### src/ecppp_pkg.sv
/*
  Shared constants for the parallel host port core: register indices,
  field positions, reset values, mode codes and handshake states.
  Assumes nothing of its surroundings; imported by scoped name only.
*/
`default_nettype none
package ecppp_pkg;
  // register indices; byte address is four times the index
  localparam logic [2:0] IDX_DATA = 3'h0;
  localparam logic [2:0] IDX_STATUS = 3'h1;
  localparam logic [2:0] IDX_CONTROL = 3'h2;
  localparam logic [2:0] IDX_MODE = 3'h3;
  localparam logic [2:0] IDX_REV = 3'h4;
  // device control field positions
  localparam int CTL_STROBE = 0;
  localparam int CTL_AUTOFD = 1;
  localparam int CTL_INIT = 2;
  localparam int CTL_SELIN = 3;
  localparam int CTL_IRQEN = 4;
  localparam int CTL_DIR = 5;
  // mode control field positions and the reverse tag bit position
  localparam int MODE_LSB = 0;
  localparam int MODE_MSB = 2;
  localparam int MODE_FWD_BUSY = 3;
  localparam int MODE_REV_VALID = 4;
  localparam int REV_TAG = 8;
  // fixed read values and reset values
  localparam logic [1:0] CTL_TOP_ONES = 2'h3;
  localparam logic [2:0] STATUS_LOW_ONES = 3'h7;
  localparam logic [5:0] CTL_RESET = 6'h00;
  localparam logic [7:0] DATA_RESET = 8'h00;
  localparam logic [2:0] MODE_RESET = 3'h0;
  // operating modes
  localparam logic [2:0] MODE_STD = 3'h0;
  localparam logic [2:0] MODE_BIDIR = 3'h1;
  localparam logic [2:0] MODE_FIFO = 3'h2;
  localparam logic [2:0] MODE_ECP = 3'h3;
  localparam logic [2:0] MODE_TEST = 3'h6;
  localparam logic [2:0] MODE_CONFIG = 3'h7;
  // handshake states, gray along the path
  typedef enum logic [1:0] {
    FWD_IDLE = 2'h0,
    FWD_STROBE = 2'h1,
    FWD_RELEASE = 2'h3
  } ecppp_fwd_type;
  typedef enum logic [1:0] {
    REV_IDLE = 2'h0,
    REV_REQ = 2'h1,
    REV_DONE = 2'h3
  } ecppp_rev_type;
endpackage
`default_nettype wire

### src/ecppp_core.sv
/*
  Parallel host port core: data latch, address/command send path with
  forward strobe/busy handshake, reverse autofeed/ack capture, status
  mirror, control register and an Avalon-MM slave with waitrequest.
  Assumes peripheral inputs are synchronous to mclk and that the bench
  resolves the data bus wire from port_data_oe.
*/
`default_nettype none
module ecppp_core #(
  parameter int ADDR_W = 5
) (
  // clock and reset
  input wire logic mclk,
  input wire logic arst_n,
  // avalon-mm slave
  input wire logic [ADDR_W-1:0] avs_address,
  input wire logic avs_read,
  input wire logic avs_write,
  input wire logic [31:0] avs_writedata,
  input wire logic [3:0] avs_byteenable,
  output logic [31:0] avs_readdata,
  output logic avs_waitrequest,
  // peripheral inputs
  input wire logic peripheral_busy,
  input wire logic peripheral_ack_n,
  input wire logic paper_error,
  input wire logic peripheral_select,
  input wire logic peripheral_fault_n,
  // host outputs to the cable
  output logic host_strobe_n,
  output logic host_autofeed_n,
  output logic reverse_request_n,
  output logic host_active_n,
  // data bus, split into its three signals
  input wire logic [7:0] port_data_in,
  output logic [7:0] port_data_out,
  output logic port_data_oe,
  // interrupt request toward the host
  output logic host_irq
);
  initial begin
    if (ADDR_W < 5) begin
      $error("ADDR_W must be at least 5");
    end
  end

  logic [5:0] control_reg;
  logic [7:0] data_reg;
  logic [2:0] mode_reg;
  logic [7:0] fwd_byte_reg;
  logic fwd_full_reg;
  logic [8:0] rev_byte_reg;
  logic rev_valid_reg;
  logic ack_prev_reg;
  logic wait_reg;
  logic [31:0] readdata_reg;
  ecppp_pkg::ecppp_fwd_type fwd_state_reg;
  ecppp_pkg::ecppp_rev_type rev_state_reg;
  logic strobe_n_reg;
  logic autofeed_n_reg;
  logic init_n_reg;
  logic active_n_reg;
  logic [7:0] pd_out_reg;
  logic pd_oe_reg;
  logic irq_reg;

  logic [2:0] index;
  logic take_write;
  logic take_read;
  logic dir_eff;
  logic ecp_mode;
  logic [7:0] status_val;
  logic [7:0] control_val;
  logic [7:0] data_read_val;
  logic stall;
  logic [31:0] readdata_next;
  logic strobe_n_next;
  logic autofeed_n_next;
  logic active_n_next;
  logic [7:0] pd_out_next;
  logic pd_oe_next;

  assign index = avs_address[4:2];
  // a request takes effect only at the edge where waitrequest is low
  assign take_write = avs_write && !wait_reg;
  assign take_read = avs_read && !wait_reg;
  assign ecp_mode = (mode_reg == ecppp_pkg::MODE_ECP);
  // fifo mode is forward only, standard mode forces forward
  assign dir_eff = control_reg[ecppp_pkg::CTL_DIR]
    && (mode_reg != ecppp_pkg::MODE_STD) && (mode_reg != ecppp_pkg::MODE_FIFO);

  assign status_val = {~peripheral_busy,
    peripheral_ack_n, paper_error, peripheral_select, peripheral_fault_n,
    ecppp_pkg::STATUS_LOW_ONES};
  assign control_val = {ecppp_pkg::CTL_TOP_ONES,
    dir_eff, control_reg[4:0]};
  // bidirectional mode reading in input direction sees the wire
  assign data_read_val = (mode_reg == ecppp_pkg::MODE_BIDIR && dir_eff) ?
    port_data_in : data_reg;

  // an address byte waits while the send slot is still occupied
  assign stall = avs_write && (index == ecppp_pkg::IDX_DATA) && ecp_mode
    && !dir_eff && fwd_full_reg;

  always_comb begin
    readdata_next = 32'h0000_0000;
    case (index)
      ecppp_pkg::IDX_DATA: begin
        readdata_next[7:0] = data_read_val;
      end
      ecppp_pkg::IDX_STATUS: begin
        readdata_next[7:0] = status_val;
      end
      ecppp_pkg::IDX_CONTROL: begin
        readdata_next[7:0] = control_val;
      end
      ecppp_pkg::IDX_MODE: begin
        readdata_next[ecppp_pkg::MODE_MSB:ecppp_pkg::MODE_LSB] = mode_reg;
        readdata_next[ecppp_pkg::MODE_FWD_BUSY] = fwd_full_reg;
        readdata_next[ecppp_pkg::MODE_REV_VALID] = rev_valid_reg;
      end
      ecppp_pkg::IDX_REV: begin
        readdata_next[8:0] = rev_byte_reg;
      end
      default: begin
        readdata_next = 32'h0000_0000;
      end
    endcase
  end

  // bus handshake: one cycle to prepare, answer on the next
  always_ff @(posedge mclk or negedge arst_n) begin
    if (!arst_n) begin
      wait_reg <= 1'b1;
      readdata_reg <= 32'h0000_0000;
    end else if (!wait_reg) begin
      wait_reg <= 1'b1;
    end else if ((avs_read || avs_write) && !stall) begin
      wait_reg <= 1'b0;
      readdata_reg <= readdata_next;
    end
  end

  always_ff @(posedge mclk or negedge arst_n) begin
    if (!arst_n) begin
      control_reg <= ecppp_pkg::CTL_RESET;
    end else if (take_write && index == ecppp_pkg::IDX_CONTROL && avs_byteenable[0]) begin
      control_reg <= avs_writedata[5:0];
    end
  end

  always_ff @(posedge mclk or negedge arst_n) begin
    if (!arst_n) begin
      mode_reg <= ecppp_pkg::MODE_RESET;
    end else if (take_write && index == ecppp_pkg::IDX_MODE && avs_byteenable[0]) begin
      mode_reg <= avs_writedata[ecppp_pkg::MODE_MSB:ecppp_pkg::MODE_LSB];
    end
  end

  always_ff @(posedge mclk or negedge arst_n) begin
    if (!arst_n) begin
      data_reg <= ecppp_pkg::DATA_RESET;
    end else if (take_write && index == ecppp_pkg::IDX_DATA && avs_byteenable[0]
        && (mode_reg == ecppp_pkg::MODE_STD || mode_reg == ecppp_pkg::MODE_BIDIR)) begin
      data_reg <= avs_writedata[7:0];
    end
  end

  // send slot for address/command bytes
  always_ff @(posedge mclk or negedge arst_n) begin
    if (!arst_n) begin
      fwd_byte_reg <= 8'h00;
      fwd_full_reg <= 1'b0;
    end else if (take_write && index == ecppp_pkg::IDX_DATA && avs_byteenable[0]
        && ecp_mode && !dir_eff) begin
      fwd_byte_reg <= avs_writedata[7:0];
      fwd_full_reg <= 1'b1;
    end else if (fwd_state_reg == ecppp_pkg::FWD_RELEASE && !peripheral_busy) begin
      fwd_full_reg <= 1'b0;
    end else if (!ecp_mode) begin
      fwd_full_reg <= 1'b0;
    end
  end
  // in reverse the write above is skipped, so the byte is dropped

  // forward handshake: strobe low, busy high, strobe high, busy low
  always_ff @(posedge mclk or negedge arst_n) begin
    if (!arst_n) begin
      fwd_state_reg <= ecppp_pkg::FWD_IDLE;
    end else begin
      case (fwd_state_reg)
        ecppp_pkg::FWD_IDLE: begin
          if (ecp_mode && !dir_eff && fwd_full_reg && !peripheral_busy) begin
            fwd_state_reg <= ecppp_pkg::FWD_STROBE;
          end
        end
        ecppp_pkg::FWD_STROBE: begin
          if (peripheral_busy) begin
            fwd_state_reg <= ecppp_pkg::FWD_RELEASE;
          end
        end
        ecppp_pkg::FWD_RELEASE: begin
          if (!peripheral_busy) begin
            fwd_state_reg <= ecppp_pkg::FWD_IDLE;
          end
        end
        default: begin
          fwd_state_reg <= ecppp_pkg::FWD_IDLE;
        end
      endcase
    end
  end

  // reverse handshake, allowed once the peripheral acknowledged the turn
  always_ff @(posedge mclk or negedge arst_n) begin
    if (!arst_n) begin
      rev_state_reg <= ecppp_pkg::REV_IDLE;
    end else if (!ecp_mode || !dir_eff) begin
      // leaving reverse ends the cycle and releases autofeed at once
      rev_state_reg <= ecppp_pkg::REV_IDLE;
    end else begin
      case (rev_state_reg)
        ecppp_pkg::REV_IDLE: begin
          if (!rev_valid_reg && !control_reg[ecppp_pkg::CTL_INIT]
              && !paper_error) begin
            rev_state_reg <= ecppp_pkg::REV_REQ;
          end
        end
        ecppp_pkg::REV_REQ: begin
          if (!peripheral_ack_n) begin
            rev_state_reg <= ecppp_pkg::REV_DONE;
          end
        end
        ecppp_pkg::REV_DONE: begin
          if (peripheral_ack_n) begin
            rev_state_reg <= ecppp_pkg::REV_IDLE;
          end
        end
        default: begin
          rev_state_reg <= ecppp_pkg::REV_IDLE;
        end
      endcase
    end
  end

  // captured byte holds busy as its command flag; set wins over read
  always_ff @(posedge mclk or negedge arst_n) begin
    if (!arst_n) begin
      rev_byte_reg <= 9'h000;
      rev_valid_reg <= 1'b0;
    end else if (rev_state_reg == ecppp_pkg::REV_REQ && !peripheral_ack_n
        && ecp_mode && dir_eff) begin
      rev_byte_reg <= {peripheral_busy, port_data_in};
      rev_valid_reg <= 1'b1;
    end else if (take_read && index == ecppp_pkg::IDX_REV) begin
      rev_valid_reg <= 1'b0;
    end
  end

  always_comb begin
    strobe_n_next = ~control_reg[ecppp_pkg::CTL_STROBE];
    autofeed_n_next = ~control_reg[ecppp_pkg::CTL_AUTOFD];
    active_n_next = ~control_reg[ecppp_pkg::CTL_SELIN];
    if (ecp_mode) begin
      active_n_next = 1'b1;
      if (fwd_state_reg == ecppp_pkg::FWD_STROBE) begin
        strobe_n_next = 1'b0;
      end
      if (!dir_eff && fwd_state_reg != ecppp_pkg::FWD_IDLE) begin
        autofeed_n_next = 1'b0;
      end
      if (rev_state_reg == ecppp_pkg::REV_REQ) begin
        autofeed_n_next = 1'b0;
      end else if (rev_state_reg == ecppp_pkg::REV_DONE) begin
        autofeed_n_next = 1'b1;
      end
    end
  end

  always_comb begin
    pd_out_next = data_reg;
    if (ecp_mode && fwd_full_reg) begin
      pd_out_next = fwd_byte_reg;
    end
    pd_oe_next = !dir_eff;
  end

  always_ff @(posedge mclk or negedge arst_n) begin
    if (!arst_n) begin
      strobe_n_reg <= 1'b1;
      autofeed_n_reg <= 1'b1;
      init_n_reg <= 1'b0;
      active_n_reg <= 1'b1;
      pd_out_reg <= 8'h00;
      pd_oe_reg <= 1'b1;
    end else begin
      strobe_n_reg <= strobe_n_next;
      autofeed_n_reg <= autofeed_n_next;
      init_n_reg <= control_reg[ecppp_pkg::CTL_INIT];
      active_n_reg <= active_n_next;
      pd_out_reg <= pd_out_next;
      pd_oe_reg <= pd_oe_next;
    end
  end

  // fault low is only mirrored in status; software decides direction
  always_ff @(posedge mclk or negedge arst_n) begin
    if (!arst_n) begin
      ack_prev_reg <= 1'b1;
      irq_reg <= 1'b0;
    end else begin
      ack_prev_reg <= peripheral_ack_n;
      irq_reg <= control_reg[ecppp_pkg::CTL_IRQEN]
        && peripheral_ack_n && !ack_prev_reg;
    end
  end

  assign avs_readdata = readdata_reg;
  assign avs_waitrequest = wait_reg;
  assign host_strobe_n = strobe_n_reg;
  assign host_autofeed_n = autofeed_n_reg;
  assign reverse_request_n = init_n_reg;
  assign host_active_n = active_n_reg;
  assign port_data_out = pd_out_reg;
  assign port_data_oe = pd_oe_reg;
  assign host_irq = irq_reg;
endmodule
`default_nettype wire

### config.mk
export PLATFORM = sky130hd
export DESIGN_NAME = ecppp_core
export DESIGN_NICKNAME = d
export VERILOG_FILES = /design/src/ecppp_pkg.sv /design/src/ecppp_core.sv
export SDC_FILE = /design/constraint.sdc
export NUM_CORES = 1
export LEC_CHECK = 0
export BUFFER_PORTS_ARGS = -buffer_cell sky130_fd_sc_hd__buf_2
export CAP_MARGIN = 20
export CORE_MARGIN = 5
export CORE_UTILIZATION = 30
export DETAILED_ROUTE_END_ITERATION = 10
export PLACE_DENSITY = 0.55
export SYNTH_ARGS = -nofsm -noshare
export SYNTH_HDL_FRONTEND = slang
export SYNTH_SLANG_ARGS = --single-unit
### constraint.sdc
create_clock -name mclk -period 2 [get_ports mclk]
set_input_delay 0.3 -clock mclk [delete_from_list [all_inputs] [get_ports mclk]]
set_output_delay 0.3 -clock mclk [all_outputs]
set_load 0.01 [all_outputs]
# Word-level counts from Yosys, hierarchy flattened
# Cells that the tools add are included.
# totals
wordCells	125
out_inout_bits	47
register_bits	65
input_bits	58
# classes
n_eq_ne	18
mux	28
n_bitwise	4
reduce_logical	56
# op_table
op	n
1-bit logical AND	33
5-bit one-hot mux with 5 select lines	1
8-bit 2-to-1 mux	2
1-bit 2-to-1 mux	15
2-bit 2-to-1 mux	7
2-bit one-hot mux with 3 select lines	2
3-bit one-hot mux with 4 select lines	1
1-bit zero test	10
3-bit by 2-bit == test with 1-bit output (second input constant)	3
3-bit inequality test (second input constant)	3
3-bit by 1-bit == test with 1-bit output (second input constant)	2
3-bit zero test	2
2-bit inequality test (second input constant)	3
3-bit AND reduction	2
2-bit by 1-bit == test with 1-bit output (second input constant)	2
2-bit == test (second input constant)	2
2-bit zero test	2
1-bit NOT	4
2-bit nonzero test	2
3-bit == test (second input constant)	1
1-bit logical OR	3
3-bit by 1-bit inequality test with 1-bit output (second input constant)	1
3-bit by 2-bit inequality test with 1-bit output (second input constant)	1
3-bit nonzero test	1
2-bit AND reduction	1

# Depth between registers and ports, before layout
# depth
depth_word	10
ltp_mapped	7

# Worst setup path after synthesis
# OpenSTA, ideal clock, no wires.
# synth_path
path_kind	input to register
startpoint	input avs_address[3]
endpoint	register readdata_reg[1], in the netlist avs_readdata[1]
path_stages	6
arrival_time_ns	1.597
n_path_buf	3
setup_ns	0.125
setup_slack_ns	0.278
path_cell_list	buf_6 > or3_1 > buf_6 > o41ai_4 > buf_6 > mux2_2
# synth_via
elab_chain_len	8
# synth_lines
element	line_no	text
start: declaration	ecppp_core.sv:16	input wire logic [ADDR_W-1:0] avs_address,
3-bit zero test	ecppp_core.sv:102, ecppp_core.sv:107	
1-bit logical AND (2 in series)	ecppp_core.sv:102	assign stall = avs_write && (index == ecppp_pkg::IDX_DATA) && ecp_mode
1-bit logical AND (2 in series)	ecppp_core.sv:103	&& !dir_eff && fwd_full_reg;
1-bit zero test	ecppp_core.sv:138	end else if ((avs_read || avs_write) && !stall) begin
1-bit logical AND	ecppp_core.sv:138	
2-bit AND reduction (no source line)	n/a	
end signal: assignment	ecppp_core.sv:140	readdata_reg <= readdata_next;
end: declaration	ecppp_core.sv:56	logic [31:0] readdata_reg;
# Several ways; a longest one is shown, not always the timed one.
# A chain may end at the register's enable or synchronous reset.

# Worst setup path in the final report
# layout_path
startpoint	register mode_reg[2]
endpoint	register readdata_reg[1], in the netlist avs_readdata[1]
# layout_via
elab_chain_len	9
# layout_lines
element	line_no	text
start: declaration	ecppp_core.sv:49	logic [2:0] mode_reg;
start signal: assignment	ecppp_core.sv:154	mode_reg <= ecppp_pkg::MODE_RESET;
start signal: assignment	ecppp_core.sv:156	mode_reg <= avs_writedata[ecppp_pkg::MODE_MSB:ecppp_pkg::MODE_LSB];
3-bit nonzero test	ecppp_core.sv:90	&& (mode_reg != ecppp_pkg::MODE_STD) && (mode_reg != ecppp_pkg::MODE_FIFO);
1-bit logical AND (2 in series)	ecppp_core.sv:90	
1-bit zero test	ecppp_core.sv:103	
1-bit logical AND (2 in series)	ecppp_core.sv:103	
1-bit zero test	ecppp_core.sv:138	
1-bit logical AND	ecppp_core.sv:138	
2-bit AND reduction (no source line)	n/a	
# Several ways; a longest one is shown, not always the timed one.

==> reports/qor.csv <==
stage;metric;value;unit
clocking;cts_setup_buffers;0;
floorplan;rows;36;
critical_path;cp_slowest_stage_delay;0.45;ns
clocking;htree_num_levels;3;
route;drc;0;
sta;rsz0062_at_grt;no;
placement;portBuffers;52;
clocking;hold_buffers;1;
finish;area_growth;22.8;%
floorplan;dieArea;0.0123;mm^2
finish;fin_nets;364;
critical_path;critPathSlowestCell;dfrtp_1;
critical_path;crit_chain;nor4bb_2, buf_4, mux2i_1, o211ai_1, mux2_2;
grt;grt_antenna_before_repair;0;
route;antenna_left;0;
sta;hold_violations;0;
logic_synthesis;synth-seq-area-share;0.537;
logic_synthesis;syn_inst;234;
floorplan;coreArea;0.00982;mm^2
power_and_ir_drop;powerDensity;961;mW/mm^2
sta;finalSetupViolCount;0;
job;maxCapViolations;0;
run_status;outcome;finished clean;
critical_path;crit_fanout;7;
route;wire_per_inst;15.9;um
logic_synthesis;syn_area;0.00304;mm^2
route;via_per_inst;4.43;
grt;grt_pass1_vias;2058;
sta;tightest_slew;0.521;ns
critical_path;crit_arrival;1.99;ns
finish;fillers;981;
floorplan;ios;105;
grt;track_usage;0.118;
placement;dp.cells;427;
clocking;clock-sinks;65;
critical_path;cpLargestDelayFamily;multiplexers;
sta;relSlewSlack;0.652;
grt;grt_first_pass_wirelength;11300;um
clocking;cts_resized;0;
route;routed_wl;7040;um
finish;drive_above_1_share;0.489;
placement;place_congestion;0.801;
clocking;root_buffer;clkbuf_8;
hold_path;hp-class;in -> reg;
logic_synthesis;synth_cell_type_count;43;
logic_synthesis;synthArstFlopShare;1.00;
floorplan;die_h;111;um
sta;fin_crit;1.77;ns
clocking;cts_tree;yes;
finish;final_cell_mix;dfrtp_1, mux2_2, buf_2;
grt;gr-total-overflow;0;
finish;n_antenna_cell;0;
critical_path;path_class;reg -> reg;
logic_synthesis;synth_edf_count;0;
sta;tns;0;ns
sta;skew;0.00884;ns
power_and_ir_drop;peakVddDrop;0.487;mV
floorplan;die_w;111;um
sta;slew_violations;0;
clocking;cts_buffers;9;
clocking;cts.clk_slew.worst_paths;0.07;ns
critical_path;timing.critical_path.from_type;register;
critical_path;path_buf_inv;1;
route;drt_pre_antenna_iters;4;
finish;seqCellArea;0.00163;mm^2
floorplan;initial_core_util;0.310;
logic_synthesis;synthFlopType;dfrtp_1;
finish;finalNonFillerCells;444;
grt;grt_max_degree;66;
logic_synthesis;ys_ff_latch;65;
clocking;clock_path_buffers;2;
clocking;clk_latency;0.33;ns
logic_synthesis;avgSynthCellArea;13.0;um^2
route;drt-initial-drc-count;95;
logic_synthesis;yosys_warnings;0;
critical_path;worst_setup_path_end_kind;register;
sta;fmax;565;MHz
power_and_ir_drop;leakage;0.00179;uW
critical_path;crit_required;2.22;ns
finish;final_common_cell;dfrtp_1;
route;vias;1967;
finish;multiInputGateArea;0.00124;mm^2
sta;period_share;0.884;
placement;hpwlAfterDp;5190;um
==> final timing paths <==
check	depth (start not counted)	slack, ns	start	end
setup reg to reg	5	0.23	mode_reg[2]$_DFFE_PN0P_	avs_readdata[1]$_DFFE_PN0P_
max in group asynchronous	3	1.16	arst_n	avs_waitrequest$_DFF_PN1_
hold / removal	1	0.14	peripheral_ack_n	ack_prev_reg$_DFF_PN1_
setup / recovery	5	0.23	mode_reg[2]$_DFFE_PN0P_	avs_readdata[1]$_DFFE_PN0P_
min in group asynchronous	3	0.50	arst_n	fwd_byte_reg[1]$_DFFE_PN0P_
hold reg to reg	1	0.43	control_reg[0]$_DFFE_PN0P_	host_strobe_n$_DFF_PN1_
==> layout make-up <==
cell class / count / share of cell area
flip-flops and latches: 65 / 0.437
clock buffers: 10 / 0.0368
well taps: 133 / 0.0445
repair buffers: 72 / 0.114
multi-input cells: 153 / 0.332
inverters: 5 / 0.00502
clock inverters: 6 / 0.0308
==> stage by stage <==
| step | setup slack [ns] | hold slack (ns) | instance area [um^2] | total power [uW] | util |
|---|---|---|---|---|---|
| 2_1_floorplan | 0.278 | 0.00441 | 3120 | 2000 | - |
| 5_1_grt | 0.102 | 0.125 | 3740 | 3770 | 0.380 |
| 4_1_cts | 0.216 | 0.119 | 3740 | 3650 | 0.380 |
| 3_5_place_dp | 0.215 | 0.348 | 3470 | 2240 | 0.354 |
| 6_report | 0.231 | 0.141 | 3740 | 3590 | 0.380 |
| 3_3_place_gp | 0.214 | 0.345 | 3470 | 2230 | 0.354 |
==> per-layer routing <==
layer,share of wire,vias up,GRT usage
met3,0.054,8,0.0322
li1,-,935,-
met5,0,-,0
met4,0.016,0,0.0460
met1,0.48,957,0.160
met2,0.45,67,0.178
==> cells in the mapped netlist (4+ instances only) <==
master    count  area share
buf_4        23       0.057
dfstp_2       6       0.052
o211ai_1      4      0.0099
nand2_1      12       0.015
a32oi_1       4       0.012
buf_2         4      0.0066
nor2_1        5      0.0062
mux2_2       52        0.19
dfrtp_1      59        0.49
mux2i_1       8       0.026
inv_1         5      0.0062
o21ai_0       6      0.0099
==> power by group <==
part	internal [uW]	switching [uW]	total [uW]
combinational	299	287	586
sequential	1510	113	1620
clock	866	517	1380
total	2670	917	3590
==> cells by family after synthesis <==
group	Yosys count	share of synthesized area
DFF	65	0.537
other	1	0.00123
and+or+nand+nor	44	0.0909
AOI/OAI and AO/OA	26	0.0671
muxes	60	0.219
buffers and inverters	38	0.0847
No activity file was read; power rests on OpenSTA's default activity.
